===== src/include/atc_map.vh =====
`ifndef ATC_MAP_VH
`define ATC_MAP_VH
// register offsets
`define ATC_REG_CTRL 8'h00
`define ATC_REG_STATUS 8'h04
`define ATC_REG_STROBE 8'h08
`define ATC_REG_IRQ_STAT 8'h0c
`define ATC_REG_IRQ_MASK 8'h10
`define ATC_REG_POST_LEN 8'h14
`define ATC_REG_CONV_CNT 8'h18
`define ATC_REG_DAC0 8'h1c
`define ATC_REG_DAC1 8'h20
// control fields
`define ATC_CTRL_ACQ_EN 0
`define ATC_CTRL_PRETRIG 1
`define ATC_CTRL_EXT_CONV 2
`define ATC_CTRL_SCAN_MODE 3
`define ATC_CTRL_POSTED 4
`define ATC_CTRL_EXT_UPD 5
`define ATC_CTRL_TMR_IRQ 6
`define ATC_CTRL_W 7
// interrupt event fields
`define ATC_EV_ARMED_TRIG 0
`define ATC_EV_POST_START 1
`define ATC_EV_ACQ_DONE 2
`define ATC_EV_CONV_DONE 3
`define ATC_EV_CONV_DROP 4
`define ATC_EV_TIMED 5
`define ATC_EV_W 6
// reset values
`define ATC_CTRL_RST 7'h00
`define ATC_MASK_RST 6'h00
`define ATC_POST_LEN_RST 16'h0000
// bus responses
`define ATC_RESP_OKAY 2'b00
`define ATC_RESP_SLVERR 2'b10
// timing
`define ATC_CLK_NS 5
`define ATC_STROBE_NS 500
`define ATC_SCAN_NS 100
`endif


===== src/hdl/atc_edge_sync.v =====
`timescale 1ns/1ps
`default_nettype none
module atc_edge_sync (
    input wire core_clk,
    input wire rst,
    input wire pin_n,
    output reg level_q,
    output reg fall_q
);
    reg s1_q;
    reg s2_q;
    reg s3_q;

    // level moves only once stages two and three agree; fall fires once per edge
    always @(posedge core_clk or posedge rst) begin
        if (rst) begin
            s1_q <= 1'b1;
            s2_q <= 1'b1;
            s3_q <= 1'b1;
            level_q <= 1'b1;
            fall_q <= 1'b0;
        end else begin
            s1_q <= pin_n;
            s2_q <= s1_q;
            s3_q <= s2_q;
            fall_q <= (s2_q == s3_q) && !s3_q && level_q;
            if (s2_q == s3_q) begin
                level_q <= s3_q;
            end
        end
    end
endmodule // atc_edge_sync
`default_nettype wire


===== src/hdl/atc_pulse_gen.v =====
`timescale 1ns/1ps
`default_nettype none
module atc_pulse_gen #(
    parameter [15:0] CYCLES = 16'h0064,
    parameter [0:0] IDLE_LVL = 1'b1
) (
    input wire core_clk,
    input wire rst,
    input wire fire,
    output reg pulse_q
);
    reg [15:0] cnt_q;

    // active for CYCLES clocks after fire; a new fire restarts the count
    always @(posedge core_clk or posedge rst) begin
        if (rst) begin
            cnt_q <= 16'h0000;
            pulse_q <= IDLE_LVL;
        end else if (fire) begin
            cnt_q <= CYCLES - 16'h0001;
            pulse_q <= ~IDLE_LVL;
        end else if (cnt_q != 16'h0000) begin
            cnt_q <= cnt_q - 16'h0001;
        end else begin
            pulse_q <= IDLE_LVL;
        end
    end
endmodule // atc_pulse_gen
`default_nettype wire


===== src/hdl/atc_trig_ctrl.v =====
// Design decisions made here: register access over AXI4-Lite and the address map.
`timescale 1ns/1ps
`include "atc_map.vh"
`default_nettype none
module atc_trig_ctrl #(
    parameter DAC_W = 16
) (
    input wire core_clk,
    input wire rst,
    input wire [7:0] s_axi_awaddr,
    input wire s_axi_awvalid,
    output reg s_axi_awready,
    input wire [31:0] s_axi_wdata,
    input wire [3:0] s_axi_wstrb,
    input wire s_axi_wvalid,
    output reg s_axi_wready,
    output reg [1:0] s_axi_bresp,
    output reg s_axi_bvalid,
    input wire s_axi_bready,
    input wire [7:0] s_axi_araddr,
    input wire s_axi_arvalid,
    output reg s_axi_arready,
    output reg [31:0] s_axi_rdata,
    output reg [1:0] s_axi_rresp,
    output reg s_axi_rvalid,
    input wire s_axi_rready,
    input wire acq_trigger_n,
    input wire conv_gate_n,
    input wire ext_convert_n,
    input wire dac_update_trigger_n,
    input wire int_convert,
    input wire adc_sample_taken,
    output reg adc_convert,
    output wire scan_pulse_out,
    output wire soft_strobe_n,
    output reg dac_update,
    output reg [DAC_W-1:0] dac0_value,
    output reg [DAC_W-1:0] dac1_value,
    output reg irq
);
    localparam integer STROBE_I = (`ATC_STROBE_NS + `ATC_CLK_NS - 1) / `ATC_CLK_NS;
    localparam integer SCAN_I = (`ATC_SCAN_NS + `ATC_CLK_NS - 1) / `ATC_CLK_NS;
    localparam [15:0] STROBE_CYC = STROBE_I[15:0];
    localparam [15:0] SCAN_CYC = SCAN_I[15:0];

    localparam [2:0] A_IDLE = 3'h0;
    localparam [2:0] A_ARMED = 3'h1;
    localparam [2:0] A_PRE = 3'h2;
    localparam [2:0] A_POST = 3'h3;
    localparam [2:0] A_DONE = 3'h4;

    localparam C_IDLE = 1'b0;
    localparam C_WAIT = 1'b1;

    function [31:0] merge;
        input [31:0] old;
        input [31:0] val;
        input [3:0] strb;
        integer i;
        begin
            for (i = 0; i < 4; i = i + 1) begin
                merge[i*8 +: 8] = strb[i] ? val[i*8 +: 8] : old[i*8 +: 8];
            end
        end
    endfunction

    function mapped;
        input [7:0] a;
        begin
            case (a)
                `ATC_REG_CTRL, `ATC_REG_STATUS, `ATC_REG_STROBE, `ATC_REG_IRQ_STAT,
                `ATC_REG_IRQ_MASK, `ATC_REG_POST_LEN, `ATC_REG_CONV_CNT,
                `ATC_REG_DAC0, `ATC_REG_DAC1: mapped = 1'b1;
                default: mapped = 1'b0;
            endcase
        end
    endfunction

    // synchronised connector inputs
    wire trig_lvl;
    wire trig_fall;
    wire gate_lvl;
    wire conv_fall;
    wire tmr_fall;

    atc_edge_sync u_sync_trig (
        .core_clk(core_clk),
        .rst(rst),
        .pin_n(acq_trigger_n),
        .level_q(trig_lvl),
        .fall_q(trig_fall)
    );
    atc_edge_sync u_sync_gate (
        .core_clk(core_clk),
        .rst(rst),
        .pin_n(conv_gate_n),
        .level_q(gate_lvl),
        .fall_q()
    );
    atc_edge_sync u_sync_conv (
        .core_clk(core_clk),
        .rst(rst),
        .pin_n(ext_convert_n),
        .level_q(),
        .fall_q(conv_fall)
    );
    atc_edge_sync u_sync_tmr (
        .core_clk(core_clk),
        .rst(rst),
        .pin_n(dac_update_trigger_n),
        .level_q(),
        .fall_q(tmr_fall)
    );

    // registers
    reg [`ATC_CTRL_W-1:0] ctrl_q;
    reg [`ATC_EV_W-1:0] irq_stat_q;
    reg [`ATC_EV_W-1:0] irq_stat_d;
    reg [`ATC_EV_W-1:0] irq_mask_q;
    reg [15:0] post_len_q;
    reg [15:0] conv_cnt_q;
    reg [15:0] post_cnt_q;
    reg [DAC_W-1:0] dac0_post_q;
    reg [DAC_W-1:0] dac1_post_q;
    reg [2:0] acq_q;
    reg [2:0] acq_d;
    reg conv_q;
    reg strobe_fire_q;
    reg scan_fire_q;

    // write channel state
    reg aw_full_q;
    reg w_full_q;
    reg [7:0] awaddr_q;
    reg [31:0] wdata_q;
    reg [3:0] wstrb_q;

    wire do_wr = aw_full_q && w_full_q && !s_axi_bvalid;
    wire wr_ctrl = do_wr && (awaddr_q == `ATC_REG_CTRL);
    wire wr_strobe = do_wr && (awaddr_q == `ATC_REG_STROBE);
    wire wr_stat = do_wr && (awaddr_q == `ATC_REG_IRQ_STAT);
    wire wr_mask = do_wr && (awaddr_q == `ATC_REG_IRQ_MASK);
    wire wr_post = do_wr && (awaddr_q == `ATC_REG_POST_LEN);
    wire wr_dac0 = do_wr && (awaddr_q == `ATC_REG_DAC0);
    wire wr_dac1 = do_wr && (awaddr_q == `ATC_REG_DAC1);
    wire [31:0] ctrl_wr = merge({25'h0, ctrl_q}, wdata_q, wstrb_q);
    wire [31:0] post_wr = merge({16'h0, post_len_q}, wdata_q, wstrb_q);
    wire [31:0] stat_clr = merge(32'h0, wdata_q, wstrb_q);
    wire [31:0] dac0_wr = merge({{(32-DAC_W){1'b0}}, dac0_post_q}, wdata_q, wstrb_q);
    wire [31:0] dac1_wr = merge({{(32-DAC_W){1'b0}}, dac1_post_q}, wdata_q, wstrb_q);

    always @(posedge core_clk or posedge rst) begin
        if (rst) begin
            s_axi_awready <= 1'b1;
            s_axi_wready <= 1'b1;
            s_axi_bvalid <= 1'b0;
            s_axi_bresp <= `ATC_RESP_OKAY;
            aw_full_q <= 1'b0;
            w_full_q <= 1'b0;
            awaddr_q <= 8'h00;
            wdata_q <= 32'h0000_0000;
            wstrb_q <= 4'h0;
        end else begin
            if (s_axi_awvalid && s_axi_awready) begin
                aw_full_q <= 1'b1;
                awaddr_q <= s_axi_awaddr;
                s_axi_awready <= 1'b0;
            end
            if (s_axi_wvalid && s_axi_wready) begin
                w_full_q <= 1'b1;
                wdata_q <= s_axi_wdata;
                wstrb_q <= s_axi_wstrb;
                s_axi_wready <= 1'b0;
            end
            if (do_wr) begin
                aw_full_q <= 1'b0;
                w_full_q <= 1'b0;
                s_axi_bvalid <= 1'b1;
                s_axi_bresp <= mapped(awaddr_q) ? `ATC_RESP_OKAY : `ATC_RESP_SLVERR;
            end
            if (s_axi_bvalid && s_axi_bready) begin
                s_axi_bvalid <= 1'b0;
                s_axi_awready <= 1'b1;
                s_axi_wready <= 1'b1;
            end
        end
    end

    // acquisition sequencer
    wire acq_active = (acq_q == A_PRE) || (acq_q == A_POST);
    wire post_last = (post_len_q != 16'h0000) && (post_cnt_q + 16'h0001 >= post_len_q);
    wire conv_end = (conv_q == C_WAIT) && adc_sample_taken;
    wire conv_src = ctrl_q[`ATC_CTRL_EXT_CONV] ? conv_fall : int_convert;
    wire conv_ok = acq_active && gate_lvl && (conv_q == C_IDLE);
    wire conv_start = conv_src && conv_ok;
    wire conv_drop = conv_src && !conv_ok;

    always @* begin
        acq_d = acq_q;
        case (acq_q)
            A_IDLE: begin
                if (ctrl_q[`ATC_CTRL_ACQ_EN]) begin
                    acq_d = A_ARMED;
                end
            end
            A_ARMED: begin
                if (trig_fall) begin
                    acq_d = ctrl_q[`ATC_CTRL_PRETRIG] ? A_PRE : A_POST;
                end
            end
            A_PRE: begin
                if (trig_fall) begin
                    acq_d = A_POST;
                end
            end
            A_POST: begin
                if (conv_end && post_last) begin
                    acq_d = A_DONE;
                end
            end
            A_DONE: acq_d = A_DONE;
            default: acq_d = A_IDLE;
        endcase
        if (!ctrl_q[`ATC_CTRL_ACQ_EN]) begin
            acq_d = A_IDLE;
        end
    end

    always @(posedge core_clk or posedge rst) begin
        if (rst) begin
            acq_q <= A_IDLE;
            conv_q <= C_IDLE;
            adc_convert <= 1'b0;
            scan_fire_q <= 1'b0;
            conv_cnt_q <= 16'h0000;
            post_cnt_q <= 16'h0000;
        end else begin
            acq_q <= acq_d;
            adc_convert <= conv_start;
            scan_fire_q <= conv_end && ctrl_q[`ATC_CTRL_SCAN_MODE];
            case (conv_q)
                C_IDLE: begin
                    if (conv_start) begin
                        conv_q <= C_WAIT;
                    end
                end
                C_WAIT: begin
                    if (adc_sample_taken) begin
                        conv_q <= C_IDLE;
                    end
                end
                default: conv_q <= C_IDLE;
            endcase
            if (acq_q == A_IDLE && acq_d == A_ARMED) begin
                conv_cnt_q <= 16'h0000;
            end else if (conv_end) begin
                conv_cnt_q <= conv_cnt_q + 16'h0001;
            end
            if (acq_q != A_POST) begin
                post_cnt_q <= 16'h0000;
            end else if (conv_end) begin
                post_cnt_q <= post_cnt_q + 16'h0001;
            end
        end
    end

    // control, output converters and strobe
    always @(posedge core_clk or posedge rst) begin
        if (rst) begin
            ctrl_q <= `ATC_CTRL_RST;
            irq_mask_q <= `ATC_MASK_RST;
            post_len_q <= `ATC_POST_LEN_RST;
            dac0_post_q <= {DAC_W{1'b0}};
            dac1_post_q <= {DAC_W{1'b0}};
            dac0_value <= {DAC_W{1'b0}};
            dac1_value <= {DAC_W{1'b0}};
            dac_update <= 1'b0;
            strobe_fire_q <= 1'b0;
        end else begin
            strobe_fire_q <= wr_strobe;
            if (wr_ctrl) begin
                ctrl_q <= ctrl_wr[`ATC_CTRL_W-1:0];
            end
            if (wr_mask) begin
                irq_mask_q <= wdata_q[`ATC_EV_W-1:0];
            end
            if (wr_post) begin
                post_len_q <= post_wr[15:0];
            end
            if (wr_dac0) begin
                dac0_post_q <= dac0_wr[DAC_W-1:0];
            end
            if (wr_dac1) begin
                dac1_post_q <= dac1_wr[DAC_W-1:0];
            end
            dac_update <= 1'b0;
            if (!ctrl_q[`ATC_CTRL_POSTED]) begin
                dac0_value <= dac0_post_q;
                dac1_value <= dac1_post_q;
            end else if (tmr_fall && ctrl_q[`ATC_CTRL_EXT_UPD]) begin
                dac0_value <= dac0_post_q;
                dac1_value <= dac1_post_q;
                dac_update <= 1'b1;
            end
        end
    end

    atc_pulse_gen #(
        .CYCLES(STROBE_CYC),
        .IDLE_LVL(1'b1)
    ) u_strobe (
        .core_clk(core_clk),
        .rst(rst),
        .fire(strobe_fire_q),
        .pulse_q(soft_strobe_n)
    );

    atc_pulse_gen #(
        .CYCLES(SCAN_CYC),
        .IDLE_LVL(1'b0)
    ) u_scan (
        .core_clk(core_clk),
        .rst(rst),
        .fire(scan_fire_q),
        .pulse_q(scan_pulse_out)
    );

    // sticky events, set wins over clear
    always @* begin
        irq_stat_d = irq_stat_q;
        if (wr_stat) begin
            irq_stat_d = irq_stat_q & ~stat_clr[`ATC_EV_W-1:0];
        end
        if (acq_q == A_ARMED && trig_fall) begin
            irq_stat_d[`ATC_EV_ARMED_TRIG] = 1'b1;
        end
        if (acq_q != A_POST && acq_d == A_POST) begin
            irq_stat_d[`ATC_EV_POST_START] = 1'b1;
        end
        if (acq_q == A_POST && acq_d == A_DONE) begin
            irq_stat_d[`ATC_EV_ACQ_DONE] = 1'b1;
        end
        if (conv_end) begin
            irq_stat_d[`ATC_EV_CONV_DONE] = 1'b1;
        end
        if (conv_drop) begin
            irq_stat_d[`ATC_EV_CONV_DROP] = 1'b1;
        end
        if (tmr_fall && ctrl_q[`ATC_CTRL_TMR_IRQ]) begin
            irq_stat_d[`ATC_EV_TIMED] = 1'b1;
        end
    end

    always @(posedge core_clk or posedge rst) begin
        if (rst) begin
            irq_stat_q <= {`ATC_EV_W{1'b0}};
            irq <= 1'b0;
        end else begin
            irq_stat_q <= irq_stat_d;
            irq <= |(irq_stat_d & irq_mask_q);
        end
    end

    // read channel
    reg [31:0] rd_d;

    always @* begin
        case (s_axi_araddr)
            `ATC_REG_CTRL: rd_d = {25'h0, ctrl_q};
            `ATC_REG_STATUS: rd_d = {26'h0, trig_lvl, gate_lvl, conv_q, acq_q};
            `ATC_REG_IRQ_STAT: rd_d = {26'h0, irq_stat_q};
            `ATC_REG_IRQ_MASK: rd_d = {26'h0, irq_mask_q};
            `ATC_REG_POST_LEN: rd_d = {16'h0, post_len_q};
            `ATC_REG_CONV_CNT: rd_d = {16'h0, conv_cnt_q};
            `ATC_REG_DAC0: rd_d = {{(32-DAC_W){1'b0}}, dac0_post_q};
            `ATC_REG_DAC1: rd_d = {{(32-DAC_W){1'b0}}, dac1_post_q};
            default: rd_d = 32'h0000_0000;
        endcase
    end

    always @(posedge core_clk or posedge rst) begin
        if (rst) begin
            s_axi_arready <= 1'b1;
            s_axi_rvalid <= 1'b0;
            s_axi_rdata <= 32'h0000_0000;
            s_axi_rresp <= `ATC_RESP_OKAY;
        end else begin
            if (s_axi_arvalid && s_axi_arready) begin
                s_axi_arready <= 1'b0;
                s_axi_rvalid <= 1'b1;
                s_axi_rdata <= rd_d;
                s_axi_rresp <= mapped(s_axi_araddr) ? `ATC_RESP_OKAY : `ATC_RESP_SLVERR;
            end else if (s_axi_rvalid && s_axi_rready) begin
                s_axi_rvalid <= 1'b0;
                s_axi_arready <= 1'b1;
            end
        end
    end
endmodule // atc_trig_ctrl
`default_nettype wire


===== config.mk =====
export PLATFORM = sky130hd
export DESIGN_NAME = atc_trig_ctrl
export DESIGN_NICKNAME = d
export VERILOG_FILES = /design/src/hdl/atc_edge_sync.v /design/src/hdl/atc_pulse_gen.v /design/src/hdl/atc_trig_ctrl.v
export VERILOG_INCLUDE_DIRS = /design/src /design/src/include
export SDC_FILE = /design/constraint.sdc
export NUM_CORES = 1
export LEC_CHECK = 0
export BUFFER_PORTS_ARGS = -buffer_cell sky130_fd_sc_hd__clkbuf_2
export CAP_MARGIN = 10
export CORE_UTILIZATION = 58
export CTS_CLUSTER_DIAMETER = 50
export DETAILED_ROUTE_END_ITERATION = 6
export PLACE_DENSITY = 0.8
export RECOVER_POWER = 25
export SETUP_SLACK_MARGIN = 0.2
export SYNTH_ARGS = -nofsm -noshare
export SYNTH_HDL_FRONTEND = slang
export SYNTH_SLANG_ARGS = --single-unit

===== constraint.sdc =====
create_clock -name core_clk -period 10.1 [get_ports core_clk]
set_input_delay 2.02 -clock core_clk [delete_from_list [all_inputs] [get_ports core_clk]]
set_output_delay 2.02 -clock core_clk [all_outputs]
set_load 0.005 [all_outputs]

After elaboration in Yosys (flattened, before gate mapping)
Index checks and enable logic that the tools add are counted.
{ "totals": {"register_bits": 262, "output_inout_bits": 78, "elab_cells": 219} }
{ "op_classes": {"add_sub_neg": 4, "n_lt_le_gt_ge": 1, "eq_ne": 31, "n_mux": 57, "n_bitwise": 4, "reduce_logical": 66} }
{ "op_table": {"columns": ["cell", "n"], "rows": [
  ["$mux 16", 12],
  ["$pmux 16 s8", 1],
  ["$eq 8x5->1 const B", 8],
  ["$reduce_bool 16->1", 3],
  ["$logic_and 1x1->1", 34],
  ["$mux 1", 34],
  ["$add 16x1->16 const B", 2],
  ["$eq 8x4->1 const B", 4],
  ["$sub 16x1->16 const B", 2],
  ["$reduce_bool 2->1", 10],
  ["$reduce_or 9->1", 2],
  ["$eq 8x3->1 const B", 2],
  ["$eq 8x6->1 const B", 2],
  ["$ge 16x16->1", 1],
  ["$logic_not 8->1", 2],
  ["$pmux 3 s5", 1],
  ["$reduce_and 2->1", 7],
  ["$and 6x6->6", 2],
  ["$mux 3", 4],
  ["$mux 6", 2],
  ["$eq 3x2->1 const B", 3],
  ["$eq 3x1->1 const B", 2],
  ["$eq 3x3->1 const B", 2],
  ["$not 6->6", 1],
  ["11 further kinds", 20]
]} }

Logic depth before layout (Yosys ltp)
Gate-level depths: netlist of run 1.
{ "depth": {"word_depth": 12, "depth_mapped": 12, "depth_no_buf": 12} }

Cells and area by module
A second synthesis of run 1 with hierarchy kept.
{ "hier_totals": {"hier_cells": 1031, "area_unflattened_um2": 11722.5} }
{ "by_module_without_submodules": {"columns": ["mod", "n_inst", "cells_per_inst", "area_each_um2", "seq_area_each_um2"], "rows": [
  ["atc_trig_ctrl", 1, 793, 9110.0, 4783.3],
  ["atc_pulse_gen (u_strobe)", 1, 100, 964.7, 426.7],
  ["atc_pulse_gen (u_scan)", 1, 94, 947.2, 425.4],
  ["atc_edge_sync", 4, 11, 175.2, 130.1]
]} }

Least setup slack after synthesis of run 1
Ideal clock, no wire load.
{ "synth_timing": {"path_kind": "input to register", "start": "input port s_axi_araddr[1]", "end": "register s_axi_rdata[1]", "setup_ps": 83, "arrival_time_ps": 3673, "t_required_ps": 10017, "path_slack_ps": 6345, "path_stages": 6, "path_cell_list": "or4_1 > clkbuf_1 > nor4b_1 > and3_1 > nor3_1 > o21ai_0"} }
{ "synth_between": {"elab_chain_len": 2, "elab_cells_between_ends": 9} }
{ "synth_rtl": {"columns": ["element", "line", "rtl"], "rows": [
  ["start, declared", "atc_trig_ctrl.v:20", "input wire [7:0] s_axi_araddr,"],
  ["$eq 8x6->1 (tied with other cells)", "atc_trig_ctrl.v:368", "case (s_axi_araddr)"],
  ["$pmux 16 s8 (*)", "atc_trig_ctrl.v:368", null],
  ["end signal, assigned", "atc_trig_ctrl.v:391", "s_axi_rdata <= rd_d;"],
  ["end, declared", "atc_trig_ctrl.v:23", "output reg [31:0] s_axi_rdata,"]
]} }
Mark *: on every way between the ends. The rest lies on a longest branch, timed or not.
A chain may end at the register's enable or synchronous reset.

==> results of run 1 <==
## per-layer routing
metal,routed length [um],share of wire,vias to the layer above
met5,0,0,-
met4,590,0.024,0
met3,1460,0.058,55
met2,12000,0.48,252
met1,11000,0.44,4047
li1,-,-,3736
## sequential cells by signal, summed over array words and instances (netlist names), 7 cells and up
register	cells
dac0_value	16
post_cnt_q	16
dac1_post_q	16
ctrl_q	7
dac0_post_q	16
awaddr_q	8
u_strobe.cnt_q	16
u_scan.cnt_q	16
s_axi_rdata	16
post_len_q	16
wdata_q	16
conv_cnt_q	16
dac1_value	16
## logic make-up after synthesis
kind of cell    synth area share
xor+xnor                  0.0353
buf+inv                   0.0382
simple gates               0.126
mux                        0.150
flops                      0.536
compound gates            0.0876
fa+ha+maj                 0.0261
other cells             0.000328
## report_power, final
part | total (W) | switching (W) | internal (W)
sequential | 0.00124 | 0.000132 | 0.00110
clock | 0.00106 | 0.000407 | 0.000651
combinational | 0.000339 | 0.000173 | 0.000166
total | 0.00263 | 0.000713 | 0.00192
## final cells by class
type | instances | area (um2) | share of cell area
clock buffers | 39 | 823 | 0.0628
clock inverters | 12 | 163 | 0.0124
inverters | 43 | 163 | 0.0124
multi-input cells | 664 | 4920 | 0.376
flip-flops and latches | 244 | 6130 | 0.468
well taps | 260 | 325 | 0.0248
repair buffers | 113 | 576 | 0.0439
## cell usage in the layout (no fill, tap or decap), types with 10 or more instances in the layout
cell type  synthesis  final
dfrtp_1          224    224
mux2_2           131    129
clkbuf_2           0    103
nand2_1           70     70
nor2_1            59     59
o21ai_0           42     42
inv_1             43     42
a21oi_1           35     35
clkbuf_16          0     29
xnor2_1           25     25
ha_1              23     23
xor2_1            21     21
nand3_1           20     20
conb_1             1     18
dfstp_2           20     17
nor3_1            16     16
or3_1             15     15
nor4_1            14     14
or4_1             12     12
a22oi_1           11     11
a22o_1            10     10
nand2b_1          10     10
mux2i_1           10     10
nand4_1           10     10
## final timing paths
kind	end	slack [ps]	depth (start not counted)
worst min register to register	u_sync_conv.s2_q$_DFF_PP1_	360	0
worst max register to register	dac1_value[12]$_DFFE_PP0P_	5350	2
min in group asynchronous	s_axi_rdata[13]$_DFFE_PP0P_	2620	2
worst max-delay path	post_len_q[3]$_DFFE_PP0P_	5220	3
worst min-delay path	u_sync_conv.s2_q$_DFF_PP1_	360	0
max in group core_clk	dac1_value[12]$_DFFE_PP0P_	5350	2
## stage by stage
step,worst slack [ps],power [W],area [um2],hold slack (ps),instances
CTS,5720,0.00266,13100,353,1375
global route,4470,0.00275,13100,361,1375
detailed placement,5750,0.00159,12100,348,1324
finish,5220,0.00263,13100,357,1375
floorplan,1410,0.00147,11500,345,1006
global placement,5760,0.00157,12100,346,1324
==> metrics.txt, run 1 <==
status finished, violations left; failing checks capacitance limit, slew limit; Seq cells post-synth 244; I/O Pins 143; Root Driver clkbuf_16; worst-path maximum fanout 92; Worst-Margin Slew 4850 ps; gr busiest metal met2; Initial Utilization 0.601; Post-DP HPWL 17.3 mm; Cell Pwr Density 201 mW/mm2; die area 0.0203 mm2; met3 usage 0.0437; core box area 0.0190 mm2; Std-Cell Rows 50; Leakage 6.24 nW; Worst setup startpoint rst; Post-Syn Area per Cell 11.6 um2; die width 142 um; Synth top area share 0.490; final setup TNS 0 ps; Clock Skew 15.1 ps; CP top delay family buffers and inverters; register area share after synthesis 0.536; port bufs 106; post-synthesis cell type count 66; total routed wirelength 25.0 mm; RSZ-0062 raised after global routing false; top post-synthesis cells by area dfrtp_1 49%, mux2_2 13%, dfstp_2 4.6%, ha_1 2.5%, nand2_1 2.3%; ANT cells 0; Final Wtd Congestion 0.919; arrival time of the worst setup path 5390 ps; Slew headroom -2.26; CTS max path bufs 3; Synth area leader dfrtp_1; hold_buf cts 0; Buf/Inv on CP 3; CTS sink count 244; share of cells above drive strength 1 0.288; maxcap violations 2; antenna violations before repair 0; first-pass GRT wire length 41.1 mm; routed len/inst 18.2 um; via count 8090; DRC viols 0; final setup fails 0; grt met2 use 0.424; endpoint class of the critical path async pin; slowest stage cell, crit path clkinvlp_2; Max Slew Vio Count 126; EDFF count, synth 0; Layout area overhead 14.7%; Congestion Overflow GR 0; crit-path cells clkbuf_2 > clkinvlp_2 > buf_4; Worst Setup Start Kind primary input; CTS buffer count 29; post-CTS sizing 0; worst hold path type flip-flop to flip-flop; count leader, synth dfrtp_1; clk_lat worst skew 530 ps; vias in the first global route 7993; top_reg_cell synth dfrtp_1; hold_sp u_sync_conv.s1_q$_DFF_PP1_; fin nets 1183; WP data required 10610 ps; ANT nets after route 0; FF-to-FF Start u_sync_tmr.fall_q$_DFF_PP0_; Largest stage delay, worst path 2140 ps; Post-Syn Area 0.0114 mm2; Gate Count Post-Synth 989; drt via density 5.88; Final period util 0.484; drt initial violations 584; Yosys warning total 0; Period minus WS final 4880 ps; CTS tree yes; DRT Pass-1 Iters 5; # fillers 1380; Die Ht 142 um; Max VDD drop 0.000175 V; Synth top cells by count 224 x dfrtp_1, 131 x mux2_2, 70 x nand2_1; number of H-tree levels 1; kind of critical path primary input to async pin; Max Fclk 205 MHz; Core Util, Final 0.689; Overall Global Routing Usage 0.257; largest net degree at the start of global routing 93; Worst-path clk slew 60 ps; Async SR Flop Fraction 1.00; Fin. Hold Viols 0; postcts setup bufs 0; met1 track demand over resource 0.353
Note: power is estimated with default switching activity, not from simulation.
==> run 2: changes to the inputs <==
Settings changed: CORE_UTILIZATION 58 to 53, PLACE_DENSITY 0.8 to 0.77.
Clock period 10.1 ns to 4 ns, I/O delays scaled along.
==> run 2 against run 1 <==
Net effect: non-clock buffer count increased by 13; the flow still finishes with violations (capacitance limit, slew limit); critical path depth increased by 9; cell area increased by 0.77%; sequential cell count unchanged; worst setup slack got worse by 4800 ps; via count decreased by 0.89%; critical path type is now flip-flop to flip-flop; utilization decreased by 6.3 points; die area increased by 9.3%.
==> metrics.txt, run 2 (synthesis gave the netlist of run 1 again) <==
status finished, violations left (unchanged); failing checks capacitance limit, slew limit (unchanged); crit-path cells nand3_1 > or4_1 > or2_2 > nor2_1 > xor2_1 > ha_1 > nand4_1 > or4_1 > o32a_1 > a21boi_1 > buf_4 > a311oi_1 (was clkbuf_2 > clkinvlp_2 > buf_4); Die Ht 149 um (was 142 um); number of H-tree levels 1 (unchanged); Fin. Hold Viols 0 (unchanged); Max Slew Vio Count 116 (was 126); Worst-Margin Slew 1910 ps (was 4850 ps); core box area 0.0211 mm2 (was 0.0190 mm2); arrival time of the worst setup path 3940 ps (was 5390 ps); CTS max path bufs 3 (unchanged); first-pass GRT wire length 41.0 mm (was 41.1 mm); CTS buffer count 27 (was 29); hold endpoint u_sync_tmr.s1_q$_DFF_PP1_ (was u_sync_conv.s2_q$_DFF_PP1_); Congestion Overflow GR 0 (unchanged); slowest stage cell, crit path or4_1 (was clkinvlp_2); endpoint class of the critical path flip-flop (was async pin); Final period util 0.885; Worst-path clk slew 60 ps (about the same); # fillers 1656 (was 1380); dpl cells 1349 (was 1324); total routed wirelength 25.2 mm (was 25.0 mm); final setup fails 0 (unchanged); fin nets 1194 (was 1183); hold path depth 1 (was 0); CP top delay family simple AND/OR/NAND/NOR gates (was buffers and inverters); Std-Cell Rows 53 (was 50); RSZ-0062 raised after global routing false (unchanged); Cell Pwr Density 497 mW/mm2 (was 201 mW/mm2); Period minus WS final 3540 ps; Leakage 6.28 nW (was 6.24 nW); WP data required 4400 ps (was 10610 ps); Overall Global Routing Usage 0.233 (was 0.257); CP most frequent cell or4_1; reg2reg path depth 12 (was 2); commonest non-fill, non-tap cells in the layout 224 x dfrtp_1, 131 x mux2_2, 106 x clkbuf_2 (was 224 x dfrtp_1, 129 x mux2_2, 103 x clkbuf_2); Post-DP HPWL 17.4 mm (was 17.3 mm); kind of critical path flip-flop to flip-flop (was primary input to async pin); DRT Pass-1 Iters 5 (unchanged); worst hold path type primary input to flip-flop (was flip-flop to flip-flop); die area 0.0222 mm2 (was 0.0203 mm2); Layout area overhead 15.6% (was 14.7%); clk_lat worst skew 550 ps (was 530 ps); routed len/inst 18.0 um (was 18.2 um); Max VDD drop 0.000353 V (was 0.000175 V); drt via density 5.72 (was 5.88); maxcap violations 2 (unchanged); Slew headroom -0.271 (was -2.26); CTS tree yes (unchanged); hold_sp dac_update_trigger_n (was u_sync_conv.s1_q$_DFF_PP1_); Max Fclk 282 MHz; CTS sink count 244 (unchanged); Root Driver clkbuf_16 (unchanged); Initial Utilization 0.542 (was 0.601); FF-to-FF Start post_cnt_q[2]$_DFFE_PP0P_ (was u_sync_tmr.fall_q$_DFF_PP0_); R2R Setup Slk 460 ps (was 5350 ps); final setup TNS 0 ps (unchanged); antenna violations before repair 0 (unchanged); die width 149 um (was 142 um); Largest stage delay, worst path 560 ps (was 2140 ps); vias in the first global route 7797 (was 7993); Clock Skew 12.9 ps (was 15.1 ps); share of cells above drive strength 1 0.300 (was 0.288); drt initial violations 482 (was 584); Reg-to-Reg End acq_q[0]$_DFF_PP0_ (was dac1_value[12]$_DFFE_PP0P_); worst-path maximum fanout 4 (was 92); Worst Setup Start Kind flip-flop (was primary input); post-route insts no fill 1402 (was 1375); via count 8018 (was 8090); ANT cells 0 (unchanged); hold_buf cts 0 (unchanged); Final Wtd Congestion 0.926 (was 0.919); Buf/Inv on CP 1 (was 3); I/O Pins 143 (unchanged); ANT nets after route 0 (unchanged); commonest non-fill, non-tap cell in the layout dfrtp_1 (unchanged); port bufs 106 (unchanged); largest net degree at the start of global routing 105 (was 93); DRC viols 0 (unchanged)
==> run 2: changes by cell type in the layout (fill, tap and decap cells not counted), moves of 2 or more <==
cell	before	now
buf_4	6	16
dfstp_1	3	5
clkinv_2	3	5
a21boi_0	3	1
clkbuf_16	29	27
dfstp_2	17	15
clkbuf_2	103	106
inv_8	2	0
mux2_2	129	131
clkinvlp_4	0	3
clkbuf_1	8	5
mux2_1	2	0
==> run 2: final cells by class <==
type | count | area, um2 | share of cell area
multi-input cells | 664 | 4940 | 0.374
clock inverters | 16 | 193 | 0.0146
flip-flops and latches | 244 | 6130 | 0.464
repair buffers | 126 | 682 | 0.0516
clock buffers | 34 | 752 | 0.0569
well taps | 275 | 344 | 0.0261
inverters | 43 | 163 | 0.0123
==> run 2: worst max path at each step <==
stage / cells past startpoint / slack, ps / endpoint / startpoint
floorplan: 1 / 10 / acq_q[0]$_DFF_PP0_ / rst
global placement: 13 / 380 / acq_q[0]$_DFF_PP0_ / post_cnt_q[0]$_DFFE_PP0P_
detailed placement: 13 / 280 / acq_q[0]$_DFF_PP0_ / post_cnt_q[0]$_DFFE_PP0P_
CTS: 13 / 250 / acq_q[0]$_DFF_PP0_ / post_cnt_q[0]$_DFFE_PP0P_
global route: 12 / 240 / acq_q[0]$_DFF_PP0_ / post_cnt_q[2]$_DFFE_PP0P_
finish: 12 / 460 / acq_q[0]$_DFF_PP0_ / post_cnt_q[2]$_DFFE_PP0P_
==> run 2: what timing repair did <==
action                                  CTS  global route
endpoints found under the setup margin    0             3
endpoints found under the hold margin     0             0
setup buffers                             0             3
gates resized for setup                   0             2
==> run 2: stage by stage <==
step | hold slack (ps) | total power (W) | cell area, um2 | util | worst slack (ps)
floorplan | 345 | 0.00371 | 11500 | - | 12.6
global placement | 346 | 0.00396 | 12300 | 0.581 | 379
detailed placement | 347 | 0.00401 | 12300 | 0.581 | 275
CTS | 314 | 0.00661 | 13200 | 0.626 | 255
global route | 319 | 0.00685 | 13200 | 0.626 | 244
finish | 333 | 0.00656 | 13200 | 0.626 | 458
==> run 2: worst register-to-register path, cell delays in order, from the launching register on <==
cell and delay (ps):
dfrtp_1 400, nand3_1 120, or4_1 560, or2_2 350, nor2_1 140, xor2_1 90, ha_1 310, nand4_1 150
or4_1 550, o32a_1 340, a21boi_1 170, buf_4 140, a311oi_1 80
==> run 2: routing by layer <==
| layer | global-route usage | up-vias | part of all wire |
|---|---|---|---|
| li1 | - | 3744 | - |
| met5 | 0 | - | 0 |
| met3 | 0.0352 | 54 | 0.054 |
| met2 | 0.374 | 237 | 0.47 |
| met4 | 0.0776 | 0 | 0.030 |
| met1 | 0.326 | 3983 | 0.45 |
==> run 2: power by group <==
part           switching [W]  leakage, nW  total [W]  internal, W
clock network        0.00105        0.461    0.00259      0.00154
logic               0.000434         2.59   0.000859     0.000425
registers           0.000327         3.24    0.00311      0.00278
==> run 3: changes to the inputs <==
Settings changed: RECOVER_POWER 25 to default.
==> run 3 against run 2 <==
Net effect: worst setup slack lost 6.1 ps; worst hold slack lost 19 ps; clock-buffer cell count unchanged; largest power group unchanged; first-iteration DRC count grew 9.8%; the flow now finishes without violations; highest routed layer unchanged.
==> metrics.txt, run 3 (synthesis gave the netlist of run 1 again) <==
placement-stage cell area 0.0123 mm2 (unchanged); Congestion Overflow GR 0 (unchanged); Max Slew Vio Count 0 (was 116); Post-DP HPWL 17.4 mm (unchanged); total routed wirelength 25.2 mm (about the same); Worst Setup Start Kind flip-flop (unchanged); share of cells above drive strength 1 0.307 (was 0.300); die width 149 um (unchanged); ANT cells 0 (unchanged); hold_buf cts 0 (unchanged); worst-path maximum fanout 4 (unchanged); drt via density 5.70 (was 5.72); fin nets 1194 (unchanged); Worst-Margin Slew 1160 ps (was 1910 ps); Slew headroom 0.226 (was -0.271); ANT nets after route 0 (unchanged); Fin. Hold Viols 0 (unchanged); drt initial violations 529 (was 482); largest net degree at the start of global routing 105 (unchanged); Pwr Total 0.00657 W (was 0.00656 W); first-pass GRT wire length 41.0 mm (unchanged); FF-to-FF Start post_cnt_q[2]$_DFFE_PP0P_ (unchanged); endpoint class of the critical path flip-flop (unchanged); vias in the first global route 7797 (unchanged); Period minus WS final 3550 ps (was 3540 ps); kind of critical path flip-flop to flip-flop (unchanged); Std-Cell Rows 53 (unchanged); worst setup path endpoint acq_q[0]$_DFF_PP0_ (unchanged); Die Ht 149 um (unchanged); Root Driver clkbuf_16 (unchanged); Layout area overhead 15.8% (was 15.6%); Final Hold Slack 314 ps (was 333 ps); commonest non-fill, non-tap cell in the layout dfrtp_1 (unchanged); antenna violations before repair 0 (unchanged); Worst setup startpoint post_cnt_q[2]$_DFFE_PP0P_ (unchanged); Final Wtd Congestion 0.926 (unchanged); CTS tree yes (unchanged); Reg-to-Reg End acq_q[0]$_DFF_PP0_ (unchanged); die area 0.0222 mm2 (unchanged); Cell Pwr Density 497 mW/mm2 (about the same); I/O Pins 143 (unchanged); DRC viols 0 (unchanged); routed len/inst 18.0 um (about the same); Worst-path clk slew 60 ps (about the same); Overall Global Routing Usage 0.233 (unchanged); worst hold path type primary input to async pin (was primary input to flip-flop); commonest non-fill, non-tap cells in the layout 224 x dfrtp_1, 131 x mux2_2, 106 x clkbuf_2 (unchanged); CTS buffer count 27 (unchanged); RSZ-0062 raised after global routing false (unchanged); maxcap violations 0 (was 2); arrival time of the worst setup path 3950 ps (was 3940 ps); reg2reg path depth 12 (unchanged); CTS max path bufs 3 (unchanged); final setup TNS 0 ps (unchanged); WP data required 4400 ps (about the same); R2R Setup Slk 450 ps (was 460 ps); port bufs 106 (unchanged); via count 7998 (was 8018); CTS sink count 244 (unchanged); clk_lat worst skew 550 ps (about the same); DRT Pass-1 Iters 5 (unchanged); Clock Skew 11.9 ps (was 12.9 ps); Leakage 6.30 nW (was 6.28 nW); Finished Cell Area 0.0132 mm2 (about the same); Initial Utilization 0.542 (unchanged); number of H-tree levels 1 (unchanged); status finished clean (was finished, violations left); Final period util 0.887 (was 0.885); Max VDD drop 0.000353 V (about the same); core box area 0.0211 mm2 (unchanged); Max Fclk 282 MHz (about the same); final setup fails 0 (unchanged)
## run 3: worst min path at each step
| stage | slack [ps] | start | cells after the start | endpoint |
|---|---|---|---|---|
| floorplan | 350 | u_sync_conv.s1_q$_DFF_PP1_ | 0 | u_sync_conv.s2_q$_DFF_PP1_ |
| global placement | 350 | u_sync_trig.s1_q$_DFF_PP1_ | 0 | u_sync_trig.s2_q$_DFF_PP1_ |
| detailed placement | 350 | u_sync_gate.s1_q$_DFF_PP1_ | 0 | u_sync_gate.s2_q$_DFF_PP1_ |
| CTS | 310 | dac_update_trigger_n | 1 | u_sync_tmr.s1_q$_DFF_PP1_ |
| global route | 320 | conv_gate_n | 1 | u_sync_gate.s1_q$_DFF_PP1_ |
| finish | 310 | rst | 2 | aw_full_q$_DFFE_PP0P_ |
## run 3: power breakdown
| part | switching, W | internal [W] | leakage (nW) | total [W] |
|---|---|---|---|---|
| clock | 0.00105 | 0.00154 | 0.461 | 0.00259 |
| combinational | 0.000435 | 0.000428 | 2.60 | 0.000862 |
| sequential | 0.000327 | 0.00279 | 3.24 | 0.00311 |
## run 3: layout make-up
class / instances / area (um2)
Multi-Input combinational cell: 664 / 4940
Inverter: 43 / 165
Timing Repair Buffer: 126 / 706
Clock inverter: 16 / 193
Fill cell: 1650 / 7860
Tap cell: 275 / 344
Clock buffer: 34 / 752
Sequential cell: 244 / 6130
## run 3: metal layers
metal | GRT usage | vias to the layer above | share of wire
met5 | 0 | - | 0
met4 | 0.0776 | 0 | 0.029
met3 | 0.0352 | 53 | 0.053
met2 | 0.374 | 240 | 0.47
met1 | 0.326 | 3966 | 0.45
li1 | - | 3739 | -
## run 3: critical path, stage by stage (launching register included)
cell and delay, ps:
dfrtp_1 410, nand3_1 110, or4_1 570, or2_2 350
nor2_1 140, xor2_1 90, ha_1 310, nand4_1 150
or4_1 550, o32a_1 340, a21boi_1 170, buf_4 140
a311oi_1 80
## run 3: stage by stage
| step | setup slack [ps] | utilization | std cells |
|---|---|---|---|
| after global routing | 244 | 0.628 | 1402 |
| final | 452 | 0.628 | 1402 |
| after floorplan | 12.6 | - | 1006 |
| after CTS | 255 | 0.626 | 1399 |
| after detailed placement | 275 | 0.581 | 1349 |
| after global placement | 379 | 0.581 | 1349 |
## run 3: repair_timing
| action | 4_1_cts | 5_1_grt |
|---|---|---|
| gates resized for setup | 0 | 2 |
| buffers inserted | 0 | 3 |
| endpoints found under the hold margin | 0 | 0 |
| endpoints found under the setup margin | 0 | 3 |
